**src/verilog/gspi_status_defines.svh**
```systemverilog
/*
 * Offsets, field positions, reset values and timing counts of the
 * global status word, fault status and system configuration registers.
 * Assumes a 10 MHz system clock.
 */
`ifndef GSPI_STATUS_DEFINES_SVH
`define GSPI_STATUS_DEFINES_SVH

// ****************************************************************
// Register identifiers on the serial port
// ****************************************************************
`define REG_FAULT_STATUS      8'h00
`define REG_SYSTEM_CONFIG     8'h01

// ****************************************************************
// Top status word bit positions within the 32-bit response
// ****************************************************************
`define TSW_FRAME_ERR         31
`define TSW_DEPLOY_OK         30
`define TSW_DOG_PIN           28
`define TSW_ER_STATE          27
`define TSW_POWER_FLT         26
`define TSW_FAULT             25
`define TSW_CONV_CD           24
`define TSW_CONV_AB           23
`define TSW_WRITE_DENIED      22
`define TSW_BAD_READ          21

// ****************************************************************
// Fault status field positions
// ****************************************************************
`define FS_CHARGE_OT          19
`define FS_BOOST_OT           17
`define FS_OSC_ERR            16
`define FS_RETRY_HI           15
`define FS_RETRY_LO           12
`define FS_OTP_ERR            11
`define FS_DOG2_LOCK          10
`define FS_DOG2_TEST          9
`define FS_DOG2_RST           8
`define FS_DOG1_LOCK          7
`define FS_DOG1_TEST          6
`define FS_DOG1_RST           5
`define FS_DOG_MACH           3
`define FS_SAFE_MACH          2
`define FS_POR                0

// ****************************************************************
// System configuration reset values and writable masks
// ****************************************************************
`define CFG_RESET_VALUE       20'h01808
`define CFG_ANYSTATE_MASK     20'h03006
`define CFG_SAFE_KEEP_MASK    20'h02003
`define CFG_DOG_KEEP_MASK     20'h02002
`define CFG_ALL_MASK          20'h0bfff

// ****************************************************************
// Input-good filter times
// ****************************************************************
`define CLK_MHZ               10
`define FILT_SHORT_NS         1000
`define FILT_LONG_NS          3500
`define FILT_SHORT_CYC        ((`FILT_SHORT_NS * `CLK_MHZ + 999) / 1000)
`define FILT_LONG_CYC         ((`FILT_LONG_NS * `CLK_MHZ + 999) / 1000)
`define FILT_CNT_W            6

`endif

```
**src/verilog/gspi_status_pkg.sv**
```systemverilog
/*
 * Types for the global status and configuration block.
 * Sets its own enum codes and field widths; other numeric values are in the defines header.
 */
package gspi_status_pkg;

   typedef enum logic [2:0] {
      OP_INIT   = 3'b000,
      OP_DIAG   = 3'b001,
      OP_SAFING = 3'b010,
      OP_SCRAP  = 3'b011,
      OP_ARMING = 3'b100
   } oper_state_t;

   typedef struct packed {
      logic       charge_overtemp;
      logic       boost_overtemp;
      logic       osc_error;
      logic       otp_error;
      logic       second_dog_reset;
      logic       dog1_lock;
      logic       dog1_test;
      logic       dog1_reset;
      logic       dog2_lock;
      logic       dog2_test;
      logic [3:0] second_dog_retries;
   } fault_inputs_t;

   typedef struct packed {
      logic       deploy_ok;
      logic       dog_pin;
      logic       er_state;
      logic       power_fault;
      logic       conv_cd;
      logic       conv_ab;
   } summary_inputs_t;

   typedef struct packed {
      logic       auto_off;
      logic       low_power;
      logic       keep_boost_on;
      logic       inhibit_source;
      logic       long_diag;
      logic       short_shift;
      logic [4:0] squib_samples;
      logic [4:0] voltage_samples;
      logic       pad_voltage_mode;
      logic       safing_source;
      logic       high_safing_volt;
      logic       dog1_timeout_disable;
   } config_out_t;

endpackage : gspi_status_pkg

```
**src/verilog/sample_decode.sv**
```systemverilog
/*
 * Decodes the two sample-count fields of the system configuration.
 * Assumes purely combinational use by the register block.
 */
`timescale 1ns/1ps

module sample_decode (
   input  wire logic [1:0] squib_code,
   input  wire logic [1:0] volt_code,
   output logic      [4:0] squib_n,
   output logic      [4:0] volt_n
);

   always_comb begin
      unique case (squib_code)                                         // [RULE17]
         2'b00: squib_n = 5'h08;
         2'b01: squib_n = 5'h10;
         2'b10: squib_n = 5'h04;
         2'b11: squib_n = 5'h02;
      endcase
      unique case (volt_code)                                          // [RULE18]
         2'b00: volt_n = 5'h04;
         2'b01: volt_n = 5'h10;
         2'b10: volt_n = 5'h08;
         2'b11: volt_n = 5'h01;
      endcase
   end

endmodule : sample_decode

```
**src/verilog/edge_filter.sv**
```systemverilog
/*
 * Asymmetric glitch filter for the input-good level.
 * Assumes the input is already synchronised to the clock.
 */
`timescale 1ns/1ps

`include "gspi_status_defines.svh"

module edge_filter (
   input  wire logic clk,
   input  wire logic rst,
   input  wire logic sel_long_fall,
   input  wire logic level_in,
   output logic      level_out
);

   logic [`FILT_CNT_W-1:0] cnt_q;
   logic [`FILT_CNT_W-1:0] cnt_d;
   logic [`FILT_CNT_W-1:0] limit;
   logic                   out_q;
   logic                   out_d;

   assign level_out = out_q;

   always_comb begin
      limit = out_q ? (sel_long_fall ? `FILT_CNT_W'(`FILT_LONG_CYC)     // [RULE19]
                                     : `FILT_CNT_W'(`FILT_SHORT_CYC))
                    : `FILT_CNT_W'(`FILT_LONG_CYC);
      out_d = out_q;
      cnt_d = '0;
      if (level_in != out_q) begin
         cnt_d = cnt_q + `FILT_CNT_W'(1);
         if (cnt_d >= limit) begin
            out_d = level_in;
            cnt_d = '0;
         end
      end
   end

   always_ff @(posedge clk) begin
      if (rst) begin
         cnt_q <= '0;
         out_q <= 1'b0;
      end else begin
         cnt_q <= cnt_d;
         out_q <= out_d;
      end
   end

endmodule : edge_filter

```
**src/verilog/gspi_status_regs.sv**
```systemverilog
/*
 * Global status word, fault status register and system configuration
 * register behind the 32-bit serial slave.
 * Assumes the frame decoder supplies one-cycle read/write strobes with
 * register id and data, frame error indications, and internal resets.
 */
// Behaviour
// [RULE1] Top 11 bits of every response carry the status word.
// [RULE2] Frame-error flag sets on bad parity or bit count; clears when read.
// [RULE3] Deploy-success summary is OR of all channel deploy-done bits.
// [RULE4] Energy-reserve bit is one exactly while in reserve state.
// [RULE5] Power-fault summary ORs power state bits 18 to 9.
// [RULE6] Fault summary ORs all fault status bits; resets to one.
// [RULE7] Bits 24 and 23 flag fresh conversions for pairs C/D and A/B.
// [RULE8] Write-denied flag sets when previous write address was forbidden.
// [RULE9] Bad-read flag sets when current read address is unused.
// [RULE10] Each reset sets listed fields; unlisted fields keep their value.
// [RULE11] Over-temperature flags latch; clear on read or power-on reset.
// [RULE12] Oscillator error latches; clears on read or supply power-on reset.
// [RULE13] Retry count field shows second watchdog retries; all resets zero it.
// [RULE14] Checksum error sampled at power-on release; only power-on clears.
// [RULE15] Second watchdog reset latch sets on reset state; clears on read.
// [RULE16] Reset-seen flags set on their reset; clear when read.
// [RULE17] Squib sample code maps 00,01,10,11 to 8,16,4,2.
// [RULE18] Voltage sample code maps 00,01,10,11 to 4,16,8,1.
// [RULE19] Input-good fall filter 1 or 3.5 us; rise fixed 3.5 us.
// [RULE20] Timeout-disable bit suppresses initial watchdog timeout.
// [RULE21] Auto-off switches current source and regulator off after measurement.
// [RULE22] Safing source select: 0 internal, 1 external; resets to one.
// [RULE23] Only four configuration bits writable outside initialization state.
// [RULE24] Unused and zero positions always read zero.
`timescale 1ns/1ps

`include "gspi_status_defines.svh"

module gspi_status_regs (
   input  wire logic                            SYS_CLK,
   input  wire logic                            RST,
   input  wire logic                            POR_RST,
   input  wire logic                            DOG_MACHINE_RESET,
   input  wire logic                            SAFING_MACHINE_RESET,
   input  wire logic                            FRAME_END,
   input  wire logic                            FRAME_BAD,
   input  wire logic                            RD_STB,
   input  wire logic [7:0]                      RD_ID,
   input  wire logic                            RD_UNUSED,
   input  wire logic                            WR_STB,
   input  wire logic [7:0]                      WR_ID,
   input  wire logic                            WR_FORBIDDEN,
   input  wire logic [19:0]                     WR_DATA,
   input  wire gspi_status_pkg::oper_state_t    OPER_STATE,
   input  wire gspi_status_pkg::fault_inputs_t  FAULT_IN,
   input  wire gspi_status_pkg::summary_inputs_t SUM_IN,
   input  wire logic                            OTP_CHECK_FAIL,
   input  wire logic                            INPUT_GOOD_RAW,
   input  wire logic                            MEAS_DONE,
   output logic      [31:0]                     RESP_WORD,
   output gspi_status_pkg::config_out_t         CFG_OUT,
   output logic                                 INPUT_GOOD,
   output logic                                 MEAS_SOURCE_OFF
);

   // ****************************************************************
   // Pin synchronisers
   // ****************************************************************
   logic [1:0] ig_sync_q;
   logic [1:0] ig_sync_d;
   logic [1:0] dog_sync_q;
   logic [1:0] dog_sync_d;

   always_comb begin
      ig_sync_d  = {ig_sync_q[0], INPUT_GOOD_RAW};
      dog_sync_d = {dog_sync_q[0], SUM_IN.dog_pin};
   end

   always_ff @(posedge SYS_CLK) begin
      if (RST) begin
         ig_sync_q  <= 2'b00;
         dog_sync_q <= 2'b00;
      end else begin
         ig_sync_q  <= ig_sync_d;
         dog_sync_q <= dog_sync_d;
      end
   end

   // ****************************************************************
   // Fault status register
   // ****************************************************************
   logic [19:0] fault_q;
   logic [19:0] fault_d;
   logic        por_prev_q;
   logic        por_prev_d;
   logic        dog_prev_q;
   logic        dog_prev_d;
   logic        safe_prev_q;
   logic        safe_prev_d;
   logic        fault_rd;

   assign fault_rd = RD_STB && (RD_ID == `REG_FAULT_STATUS);

   function automatic logic latch_bit(input logic cur, input logic clr, input logic set);
      latch_bit = set | (cur & ~clr);
   endfunction : latch_bit

   always_comb begin
      fault_d     = fault_q;
      por_prev_d  = POR_RST;
      dog_prev_d  = DOG_MACHINE_RESET;
      safe_prev_d = SAFING_MACHINE_RESET;
      fault_d[`FS_CHARGE_OT] = latch_bit(fault_q[`FS_CHARGE_OT], fault_rd,
         FAULT_IN.charge_overtemp); // [RULE11]
      fault_d[`FS_BOOST_OT] = latch_bit(fault_q[`FS_BOOST_OT], fault_rd,
         FAULT_IN.boost_overtemp); // [RULE11]
      fault_d[`FS_OSC_ERR] = latch_bit(fault_q[`FS_OSC_ERR], fault_rd,
         FAULT_IN.osc_error); // [RULE12]
      fault_d[`FS_RETRY_HI:`FS_RETRY_LO] = FAULT_IN.second_dog_retries; // [RULE13]
      if (por_prev_q && !POR_RST) begin
         fault_d[`FS_OTP_ERR] = OTP_CHECK_FAIL; // [RULE14]
      end
      fault_d[`FS_DOG2_LOCK] = FAULT_IN.dog2_lock;
      fault_d[`FS_DOG2_TEST] = FAULT_IN.dog2_test;
      fault_d[`FS_DOG2_RST] = latch_bit(fault_q[`FS_DOG2_RST], fault_rd,
         FAULT_IN.second_dog_reset); // [RULE15]
      fault_d[`FS_DOG1_LOCK] = FAULT_IN.dog1_lock;
      fault_d[`FS_DOG1_TEST] = FAULT_IN.dog1_test;
      fault_d[`FS_DOG1_RST] = FAULT_IN.dog1_reset;
      fault_d[`FS_DOG_MACH] = latch_bit(fault_q[`FS_DOG_MACH], fault_rd,
         DOG_MACHINE_RESET && !dog_prev_q); // [RULE16]
      fault_d[`FS_SAFE_MACH] = latch_bit(fault_q[`FS_SAFE_MACH], fault_rd,
         SAFING_MACHINE_RESET && !safe_prev_q); // [RULE16]
      fault_d[`FS_POR] = latch_bit(fault_q[`FS_POR], fault_rd, 1'b0);
      fault_d[18] = 1'b0; // [RULE24]
      fault_d[4] = 1'b0;
      fault_d[1] = 1'b0;
      if (SAFING_MACHINE_RESET) begin // [RULE10]
         fault_d[`FS_RETRY_HI:`FS_RETRY_LO] = 4'h0; // [RULE13]
         fault_d[`FS_SAFE_MACH] = 1'b1; // [RULE16]
      end
      if (DOG_MACHINE_RESET) begin // [RULE10]
         fault_d[`FS_RETRY_HI:`FS_RETRY_LO] = 4'h0;
         fault_d[`FS_DOG2_RST] = 1'b0;
         fault_d[`FS_DOG_MACH] = 1'b1; // [RULE16]
         fault_d[`FS_SAFE_MACH] = 1'b1;
      end
      if (POR_RST) begin // [RULE10]
         fault_d = 20'h0;
         fault_d[`FS_DOG_MACH] = 1'b1;
         fault_d[`FS_SAFE_MACH] = 1'b1;
         fault_d[`FS_POR] = 1'b1; // [RULE16]
      end
   end

   always_ff @(posedge SYS_CLK) begin
      if (RST) begin
         fault_q     <= 20'h0000d;
         por_prev_q  <= 1'b0;
         dog_prev_q  <= 1'b0;
         safe_prev_q <= 1'b0;
      end else begin
         fault_q     <= fault_d;
         por_prev_q  <= por_prev_d;
         dog_prev_q  <= dog_prev_d;
         safe_prev_q <= safe_prev_d;
      end
   end

   // ****************************************************************
   // System configuration register
   // ****************************************************************
   logic [19:0] cfg_q;
   logic [19:0] cfg_d;
   logic [19:0] wr_mask;

   always_comb begin
      cfg_d   = cfg_q;
      wr_mask = (OPER_STATE == gspi_status_pkg::OP_INIT) ? `CFG_ALL_MASK
         : `CFG_ANYSTATE_MASK; // [RULE23]
      if (WR_STB && (WR_ID == `REG_SYSTEM_CONFIG) && !WR_FORBIDDEN) begin
         cfg_d = (cfg_q & ~wr_mask) | (WR_DATA & wr_mask);
      end
      if (SAFING_MACHINE_RESET) begin // [RULE10]
         cfg_d = (cfg_q & `CFG_SAFE_KEEP_MASK)
            | (`CFG_RESET_VALUE & ~`CFG_SAFE_KEEP_MASK); // [RULE22]
      end
      if (DOG_MACHINE_RESET) begin // [RULE20]
         cfg_d = (cfg_q & `CFG_DOG_KEEP_MASK)
               | (`CFG_RESET_VALUE & ~`CFG_DOG_KEEP_MASK);
      end
      if (POR_RST) begin
         cfg_d = `CFG_RESET_VALUE;
      end
   end

   always_ff @(posedge SYS_CLK) begin
      if (RST) begin
         cfg_q <= `CFG_RESET_VALUE;
      end else begin
         cfg_q <= cfg_d;
      end
   end

   // ****************************************************************
   // Configuration outputs
   // ****************************************************************
   logic [4:0]                    sq_n;
   logic [4:0]                    vm_n;
   logic                          ig_filt;
   gspi_status_pkg::config_out_t  cfg_out_q;
   gspi_status_pkg::config_out_t  cfg_out_d;
   logic                          ig_q;
   logic                          src_off_q;
   logic                          src_off_d;

   sample_decode u_decode (
      .squib_code (cfg_q[8:7]),
      .volt_code  (cfg_q[6:5]),
      .squib_n    (sq_n),
      .volt_n     (vm_n)
   );

   edge_filter u_filter (
      .clk           (SYS_CLK),
      .rst           (RST),
      .sel_long_fall (cfg_q[1]), // [RULE19]
      .level_in      (ig_sync_q[1]),
      .level_out     (ig_filt)
   );

   always_comb begin
      cfg_out_d.auto_off = cfg_q[15];
      cfg_out_d.low_power = cfg_q[13];
      cfg_out_d.keep_boost_on = cfg_q[12];
      cfg_out_d.inhibit_source = cfg_q[11];
      cfg_out_d.long_diag = cfg_q[10];
      cfg_out_d.short_shift = cfg_q[9];
      cfg_out_d.squib_samples = sq_n;
      cfg_out_d.voltage_samples = vm_n;
      cfg_out_d.pad_voltage_mode = cfg_q[4];
      cfg_out_d.safing_source = cfg_q[3]; // [RULE22]
      cfg_out_d.high_safing_volt = cfg_q[2];
      cfg_out_d.dog1_timeout_disable = cfg_q[0]; // [RULE20]
      src_off_d = cfg_q[15] && MEAS_DONE; // [RULE21]
   end

   always_ff @(posedge SYS_CLK) begin
      if (RST) begin
         cfg_out_q <= '0;
         ig_q      <= 1'b0;
         src_off_q <= 1'b0;
      end else begin
         cfg_out_q <= cfg_out_d;
         ig_q      <= ig_filt;
         src_off_q <= src_off_d;
      end
   end

   assign CFG_OUT         = cfg_out_q;
   assign INPUT_GOOD      = ig_q;
   assign MEAS_SOURCE_OFF = src_off_q;

   // ****************************************************************
   // Status word flags and response
   // ****************************************************************
   logic        frame_err_q;
   logic        frame_err_d;
   logic        wr_denied_q;
   logic        wr_denied_d;
   logic [31:0] resp_q;
   logic [31:0] resp_d;
   logic        any_reset;

   assign any_reset = POR_RST || DOG_MACHINE_RESET || SAFING_MACHINE_RESET;

   always_comb begin
      frame_err_d = latch_bit(frame_err_q, RD_STB, FRAME_END && FRAME_BAD); // [RULE2]
      wr_denied_d = latch_bit(wr_denied_q, RD_STB, WR_STB && WR_FORBIDDEN); // [RULE8]
      if (any_reset) begin
         frame_err_d = 1'b0;
         wr_denied_d = 1'b0;
      end
      resp_d = resp_q;
      if (RD_STB) begin
         resp_d = 32'h0; // [RULE24]
         resp_d[`TSW_FRAME_ERR] = frame_err_q; // [RULE1]
         resp_d[`TSW_DEPLOY_OK] = SUM_IN.deploy_ok; // [RULE3]
         resp_d[`TSW_DOG_PIN] = dog_sync_q[1];
         resp_d[`TSW_ER_STATE] = SUM_IN.er_state; // [RULE4]
         resp_d[`TSW_POWER_FLT] = SUM_IN.power_fault; // [RULE5]
         resp_d[`TSW_FAULT] = |fault_q; // [RULE6]
         resp_d[`TSW_CONV_CD] = SUM_IN.conv_cd; // [RULE7]
         resp_d[`TSW_CONV_AB] = SUM_IN.conv_ab; // [RULE7]
         resp_d[`TSW_WRITE_DENIED] = wr_denied_q; // [RULE8]
         resp_d[`TSW_BAD_READ] = RD_UNUSED; // [RULE9]
         if (!RD_UNUSED && RD_ID == `REG_FAULT_STATUS) begin
            resp_d[19:0] = fault_q;
         end else if (!RD_UNUSED && RD_ID == `REG_SYSTEM_CONFIG) begin
            resp_d[19:0] = cfg_q;
         end
      end
   end

   always_ff @(posedge SYS_CLK) begin
      if (RST) begin
         frame_err_q <= 1'b0;
         wr_denied_q <= 1'b0;
         resp_q      <= 32'h02000000; // [RULE6]
      end else begin
         frame_err_q <= frame_err_d;
         wr_denied_q <= wr_denied_d;
         resp_q      <= resp_d;
      end
   end

   assign RESP_WORD = resp_q;

endmodule : gspi_status_regs

```
**config.mk**
```make
export PLATFORM = sky130hd
export DESIGN_NAME = gspi_status_regs
export DESIGN_NICKNAME = d
export VERILOG_FILES = /design/src/verilog/gspi_status_pkg.sv /design/src/verilog/sample_decode.sv /design/src/verilog/edge_filter.sv /design/src/verilog/gspi_status_regs.sv
export VERILOG_INCLUDE_DIRS = /design/src /design/src/verilog
export SDC_FILE = /design/constraint.sdc
export NUM_CORES = 1
export LEC_CHECK = 0
export ABC_AREA = 1
export BUFFER_PORTS_ARGS = -buffer_cell sky130_fd_sc_hd__buf_2
export CORE_MARGIN = 4
export CORE_UTILIZATION = 49
export DETAILED_ROUTE_END_ITERATION = 6
export PLACE_DENSITY = 0.77
export SYNTH_ARGS = -nofsm -noshare
export SYNTH_HDL_FRONTEND = slang
export SYNTH_SLANG_ARGS = --single-unit
```
**constraint.sdc**
```tcl
create_clock -name SYS_CLK -period 1.9 [get_ports SYS_CLK]
set_clock_uncertainty 0.15 [all_clocks]
set_input_delay 0 -clock SYS_CLK [delete_from_list [all_inputs] [get_ports SYS_CLK]]
set_output_delay 0 -clock SYS_CLK [all_outputs]
set_load 0.05 [all_outputs]
```
### Yosys cells after proc, flatten, opt, wreduce, memory -nomap -nowiden

Cells that the tools add are included.

* register bits: 108

* bitwise logic cells: 26
* reduce and logical (&&, ||, !) cells: 31
* equal/unequal tests: 9
* order comparisons: 1
* muxes and demuxes: 7
* $add $sub $neg: 1

Operator list (number)
* 2-to-1 mux 20 bit: 2
* case mux 5 bit (4 select lines): 2
* bitwise AND 20 x 16 -> 20 bit: 1
* bitwise AND 20 bit: 1
* inverter 16 -> 20 bit: 1
* bitwise OR 20 bit: 1
* OR reduction 20 bit: 1
* == test 8 x 1 -> 1 bit, second input constant: 2
* 2-to-1 mux 16 bit: 1
* 2-to-1 mux 6 bit: 2
* logical AND 1 bit: 11
* bitwise AND 1 bit: 9
* == test 2 bit, second input constant: 4
* logical NOT 8 bit: 1
* bitwise OR 1 bit: 8
* adder 6 x 1 -> 6 bit, second input constant: 1
* >= comparator 6 bit: 1
* OR reduction 3 bit: 2
* logical NOT 1 bit: 5
* inverter 1 bit: 5
* == test 2 x 1 -> 1 bit, second input constant: 2
* logical NOT 2 bit: 2
* AND reduction 2 bit: 2
* OR reduction 2 bit: 2
* other kinds (5): 6

### Logic depth before layout (Yosys ltp)

* depth after elaboration: 5
* gate-level depth with buffers: 14
* gate-level depth less buffers: 14

### Modules after synthesis

A second synthesis with hierarchy kept.

* cell total of the unflattened synthesis: 512
* area, all modules: 3828.7 µm²

Modules (own cells, without submodules)
* gspi_status_regs: area each 3360.7 µm², instances 1, seq. area each 1801.7 µm², cells each 441
* edge_filter: area each 396.6 µm², instances 1, seq. area each 140.1 µm², cells each 54
* sample_decode: area each 71.3 µm², instances 1, seq. area each 0.0 µm², cells each 17

### Least setup slack after synthesis

Ideal clock, no wire load.

* path type: reg2reg
* from: register u_filter.cnt_q[2]
* to: register u_filter.cnt_q[0]
* arrival time: 1.446 ns
* slack: 0.235 ns
* path buffers: 0
* stages on the path, launching flop included: 8
* path through: dfxtp_1 > nand3_1 > nand3b_1 > xor2_1 > ha_1 > nand2_1 > nand4_1 > nor2_1

* cells in the longest elaborated chain, start to end: 3

RTL lines
* start, declared: RTL line edge_filter.sv:17 `` logic [`FILT_CNT_W-1:0] cnt_q; ``
* start signal, assigned: RTL line edge_filter.sv:45 `cnt_q <= cnt_d;`
* adder 6 x 1 -> 6 bit: RTL line edge_filter.sv:32 `` cnt_d = cnt_q + `FILT_CNT_W'(1); ``
* >= comparator 6 bit: RTL line edge_filter.sv:33 `if (cnt_d >= limit) begin`
* OR reduction 3 bit (no line)

Every way passes these cells.
A chain may end at the register's enable or synchronous reset.

### Worst setup path in the final report

* from: register u_filter.out_q (netlist: u_filter.level_out)
* to: register u_filter.cnt_q[2]

* cells in the longest elaborated chain, start to end: 3

RTL lines
* start, declared: RTL line edge_filter.sv:20 `logic out_q;`
* start signal, assigned: RTL line edge_filter.sv:46 `out_q <= out_d;`
* 2-to-1 mux 6 bit or inequality test 1 bit (tied branches): RTL line edge_filter.sv:26, edge_filter.sv:31
* >= comparator 6 bit or inverter 1 bit (tied branches)
* OR reduction 3 bit (no line) (*)

Every way passes the cells marked *; elsewhere a longest branch is shown, timed or not.

==> summary.md <==
| Metric | Value |
|---|---|
| Worst endpoint required time | `2.05 ns` |
| CP endpoint kind | `flip-flop` |
| CP Launch Type | `flip-flop` |
| Crit path max-delay family | `simple AND/OR/NAND/NOR gates` |
| Vias per cell | `5.20` |
| Final Worst Setup Slack | `-0.0109 ns` |
| Core area | `6940 µm²` |
| Yosys cell types | `34` |
| Die height | `93.4 µm` |
| IO Count | `127` |
| Post-detail-place hpwl | `6.57 mm` |
| Clock insertion delay at the later pin of the skew report | `0.38 ns` |
| Iteration count of the initial detailed-routing pass | `6` |
| Largest net degree at the start of global routing | `29` |
| Post-route minimum period | `1.91 ns` |
| Fill count | `440` |
| WS Path Type | `flip-flop to flip-flop` |
| Clock tree root buffer cell | `clkbuf_8` |
| Power density over cell area | `737 nW/µm²` |
| RSZ-0062 raised after global routing | `true` |
| Cell Area, Synth | `3580 µm²` |
| Buf/Inv on CP | `3` |
| CP max stage delay | `0.37 ns` |
| Worst min-delay path class | `primary input to flip-flop` |
| Placed instance count | `641` |
| FF/Latch Area | `1910 µm²` |
| #FFs+latches synth | `95` |
| Largest cells by area after synthesis | `dfxtp_1, nor2_1, inv_1, nand2_1, o21ai_0` |
| Layout Cells excl Fill | `760` |
| Grt total ovfl | `0` |
| Clock Path Buffers | `2` |
| DRC Markers | `0` |
| Clock transition at the registers of the reported paths | `0.09 ns` |
| Full die area | `8730 µm²` |
| Multi-input logic area | `1410 µm²` |
| Share of cells above drive strength 1 | `27.3%` |
| Synth warnings | `0` |
| Final setup fails | `2` |
| Leak pwr | `2.64 nW` |
| Seq/Total Area, Yosys | `53.2%` |
| Crit path max fanout | `6` |
| Worst-Margin Slew | `0.692 ns` |
| Routed WL per cell | `16.2 µm` |
| First-pass GRT wire length | `18.0 mm` |
| H-tree levels | `3` |
| CP arrival | `2.06 ns` |
| Post-route setup TNS | `-0.0207 ns` |
| Worst vdd ir | `0.483 mV` |
| Nets | `737` |
| Final instance area | `5520 µm²` |
| Crit share post-route | `101%` |
| Post-DRT Antenna Nets | `0` |
| CTS tree | `yes` |
| Final core utilization | `79.4%` |
| Area Overhead vs Synth | `54.2%` |
| GR Util All Layers | `26.3%` |
| CP max stage cell | `dfxtp_2` |
| Final Slew Violations | `0` |
| Post-Syn Area per Cell | `8.07 µm²` |
| Core Rows | `30` |
| Fin Hold WS | `0.00233 ns` |
| Routability cong. | `0.853` |
| Initial antenna violation count | `0` |
| Critical path cell sequence | `inv_4 -> nor2_4 -> inv_2 -> buf_4 -> ha_1 -> nand2_1 -> nand3_2 -> nand2_2 -> nand4_1 -> nor2_1` |
| Max_slew headroom | `53.8%` |
| Mapped Cells | `443` |
| Yosys top cell area share | `53.2%` |
| Pre-CTS WS | `-0.0595 ns` |
| Fmax | `0.523 GHz` |
| Failing checks | `negative setup slack` |
| DR vias | `3952` |
| Clock Sinks | `95` |
| Die W | `93.4 µm` |
| Hold Vio Cnt, Final | `0` |
| Total power | `4.07 mW` |
| Status | `complete, but fails checks` |
| Placed inst area | `4200 µm²` |
| CTS buffer count | `9` |
| Final WL | `12.3 mm` |
| Antenna Cells | `0` |
| IO Port Bufs | `115` |
| Vias in the first global route | `3933` |
| Max-Cap Viols | `0` |
| Starting Density | `51.5%` |
| DRT iter0 DRCs | `325` |
| Post-synth top area cell | `dfxtp_1` |
final timing paths:
kind / slack (ns) / depth (start not counted) / from / end
min reg2reg: 0.26 / 2 / dog_sync_q[0]$_SDFF_PP0_ / dog_sync_q[1]$_SDFF_PP0_
min: 0.002 / 3 / RST / CFG_OUT[15]$_SDFF_PP0_
max: -0.01 / 10 / u_filter.level_out$_SDFFE_PP0P_ / u_filter.cnt_q[2]$_SDFF_PP0_
max reg2reg: -0.01 / 10 / u_filter.level_out$_SDFFE_PP0P_ / u_filter.cnt_q[2]$_SDFF_PP0_
worst register-to-register path: stages (launching register included):
cell and delay [ns]:
dfxtp_2 0.37, inv_4 0.05, nor2_4 0.10, inv_2 0.07, buf_4 0.13, ha_1 0.28, nand2_1 0.09, nand3_2 0.07
nand2_2 0.08, nand4_1 0.23, nor2_1 0.20
cells in the final DEF (no fill, tap or decap), types with 9 or more instances in the layout:
cell           count
buf_2            115
dfxtp_1           91
dlygate4sd3_1     90
nor2_1            82
inv_1             55
nand2_1           36
o21ai_0           27
nand3_1           22
buf_4             20
nand4_1           17
a31oi_1           13
a21oi_1           10
clkbuf_8          10
nor3_1             9
synthesized netlist by cell type, drive strengths merged:
master  count
buf        12
nor3       11
clkinv      1
nand3      25
a211oi      2
clkbuf     11
inv        60
nand3b      2
ha          4
xor2        2
nor2       91
nor4        2
a31oi      13
nand2      40
a22oi       2
or2         1
nand4      17
a21oi      13
conb        1
or3         1
dfxtp      95
o21ai      33
xnor2       1
o211ai      3
cell type report:
cell class / instances / share of cell area [%]
Clock buffer: 12 / 2.63
Clock inverter: 3 / 1.22
Inverter: 61 / 4.20
Multi-Input combinational cell: 268 / 25.6
Sequential cell: 95 / 34.7
Tap cell: 96 / 2.18
Timing Repair Buffer: 225 / 29.5
metal layers:
metal / track usage (%) / vias to the layer above / part of all wire, %
met4: 12.3 / 0 / 3.5
met3: 6.92 / 44 / 6.9
met1: 28.3 / 1870 / 37
met2: 47.6 / 185 / 52
li1: - / 1853 / -
met5: 0 / - / 0
cells by family after synthesis:
family                   count (synthesis)  share of synthesized area, %
adder cells (fa/ha/maj)                  4                          1.40
XOR/XNOR                                 3                         0.735
AO/OA/AOI/OAI                           66                          10.3
buffers and inverters                   84                          10.0
flip-flops                              95                          53.2
AND/OR/NAND/NOR                        190                          24.3
other                                    1                         0.105
report_power, final:
part           internal (mW)  switching (mW)
Combinational          0.206           0.313
Sequential              2.04          0.0272
Clock                  0.772           0.713
Total                   3.01            1.05
repair_timing:
item / in CTS / in global routing
cloned: 0 / 0
resized for setup: 8 / 19
endpoints found under the hold margin: 56 / 0
hold buffers: 92 / 0
pin swaps: 4 / 12
setup endpoints to repair: 6 / 22
buffers inserted: 5 / 9
Note: power is estimated with default switching activity, not from simulation.
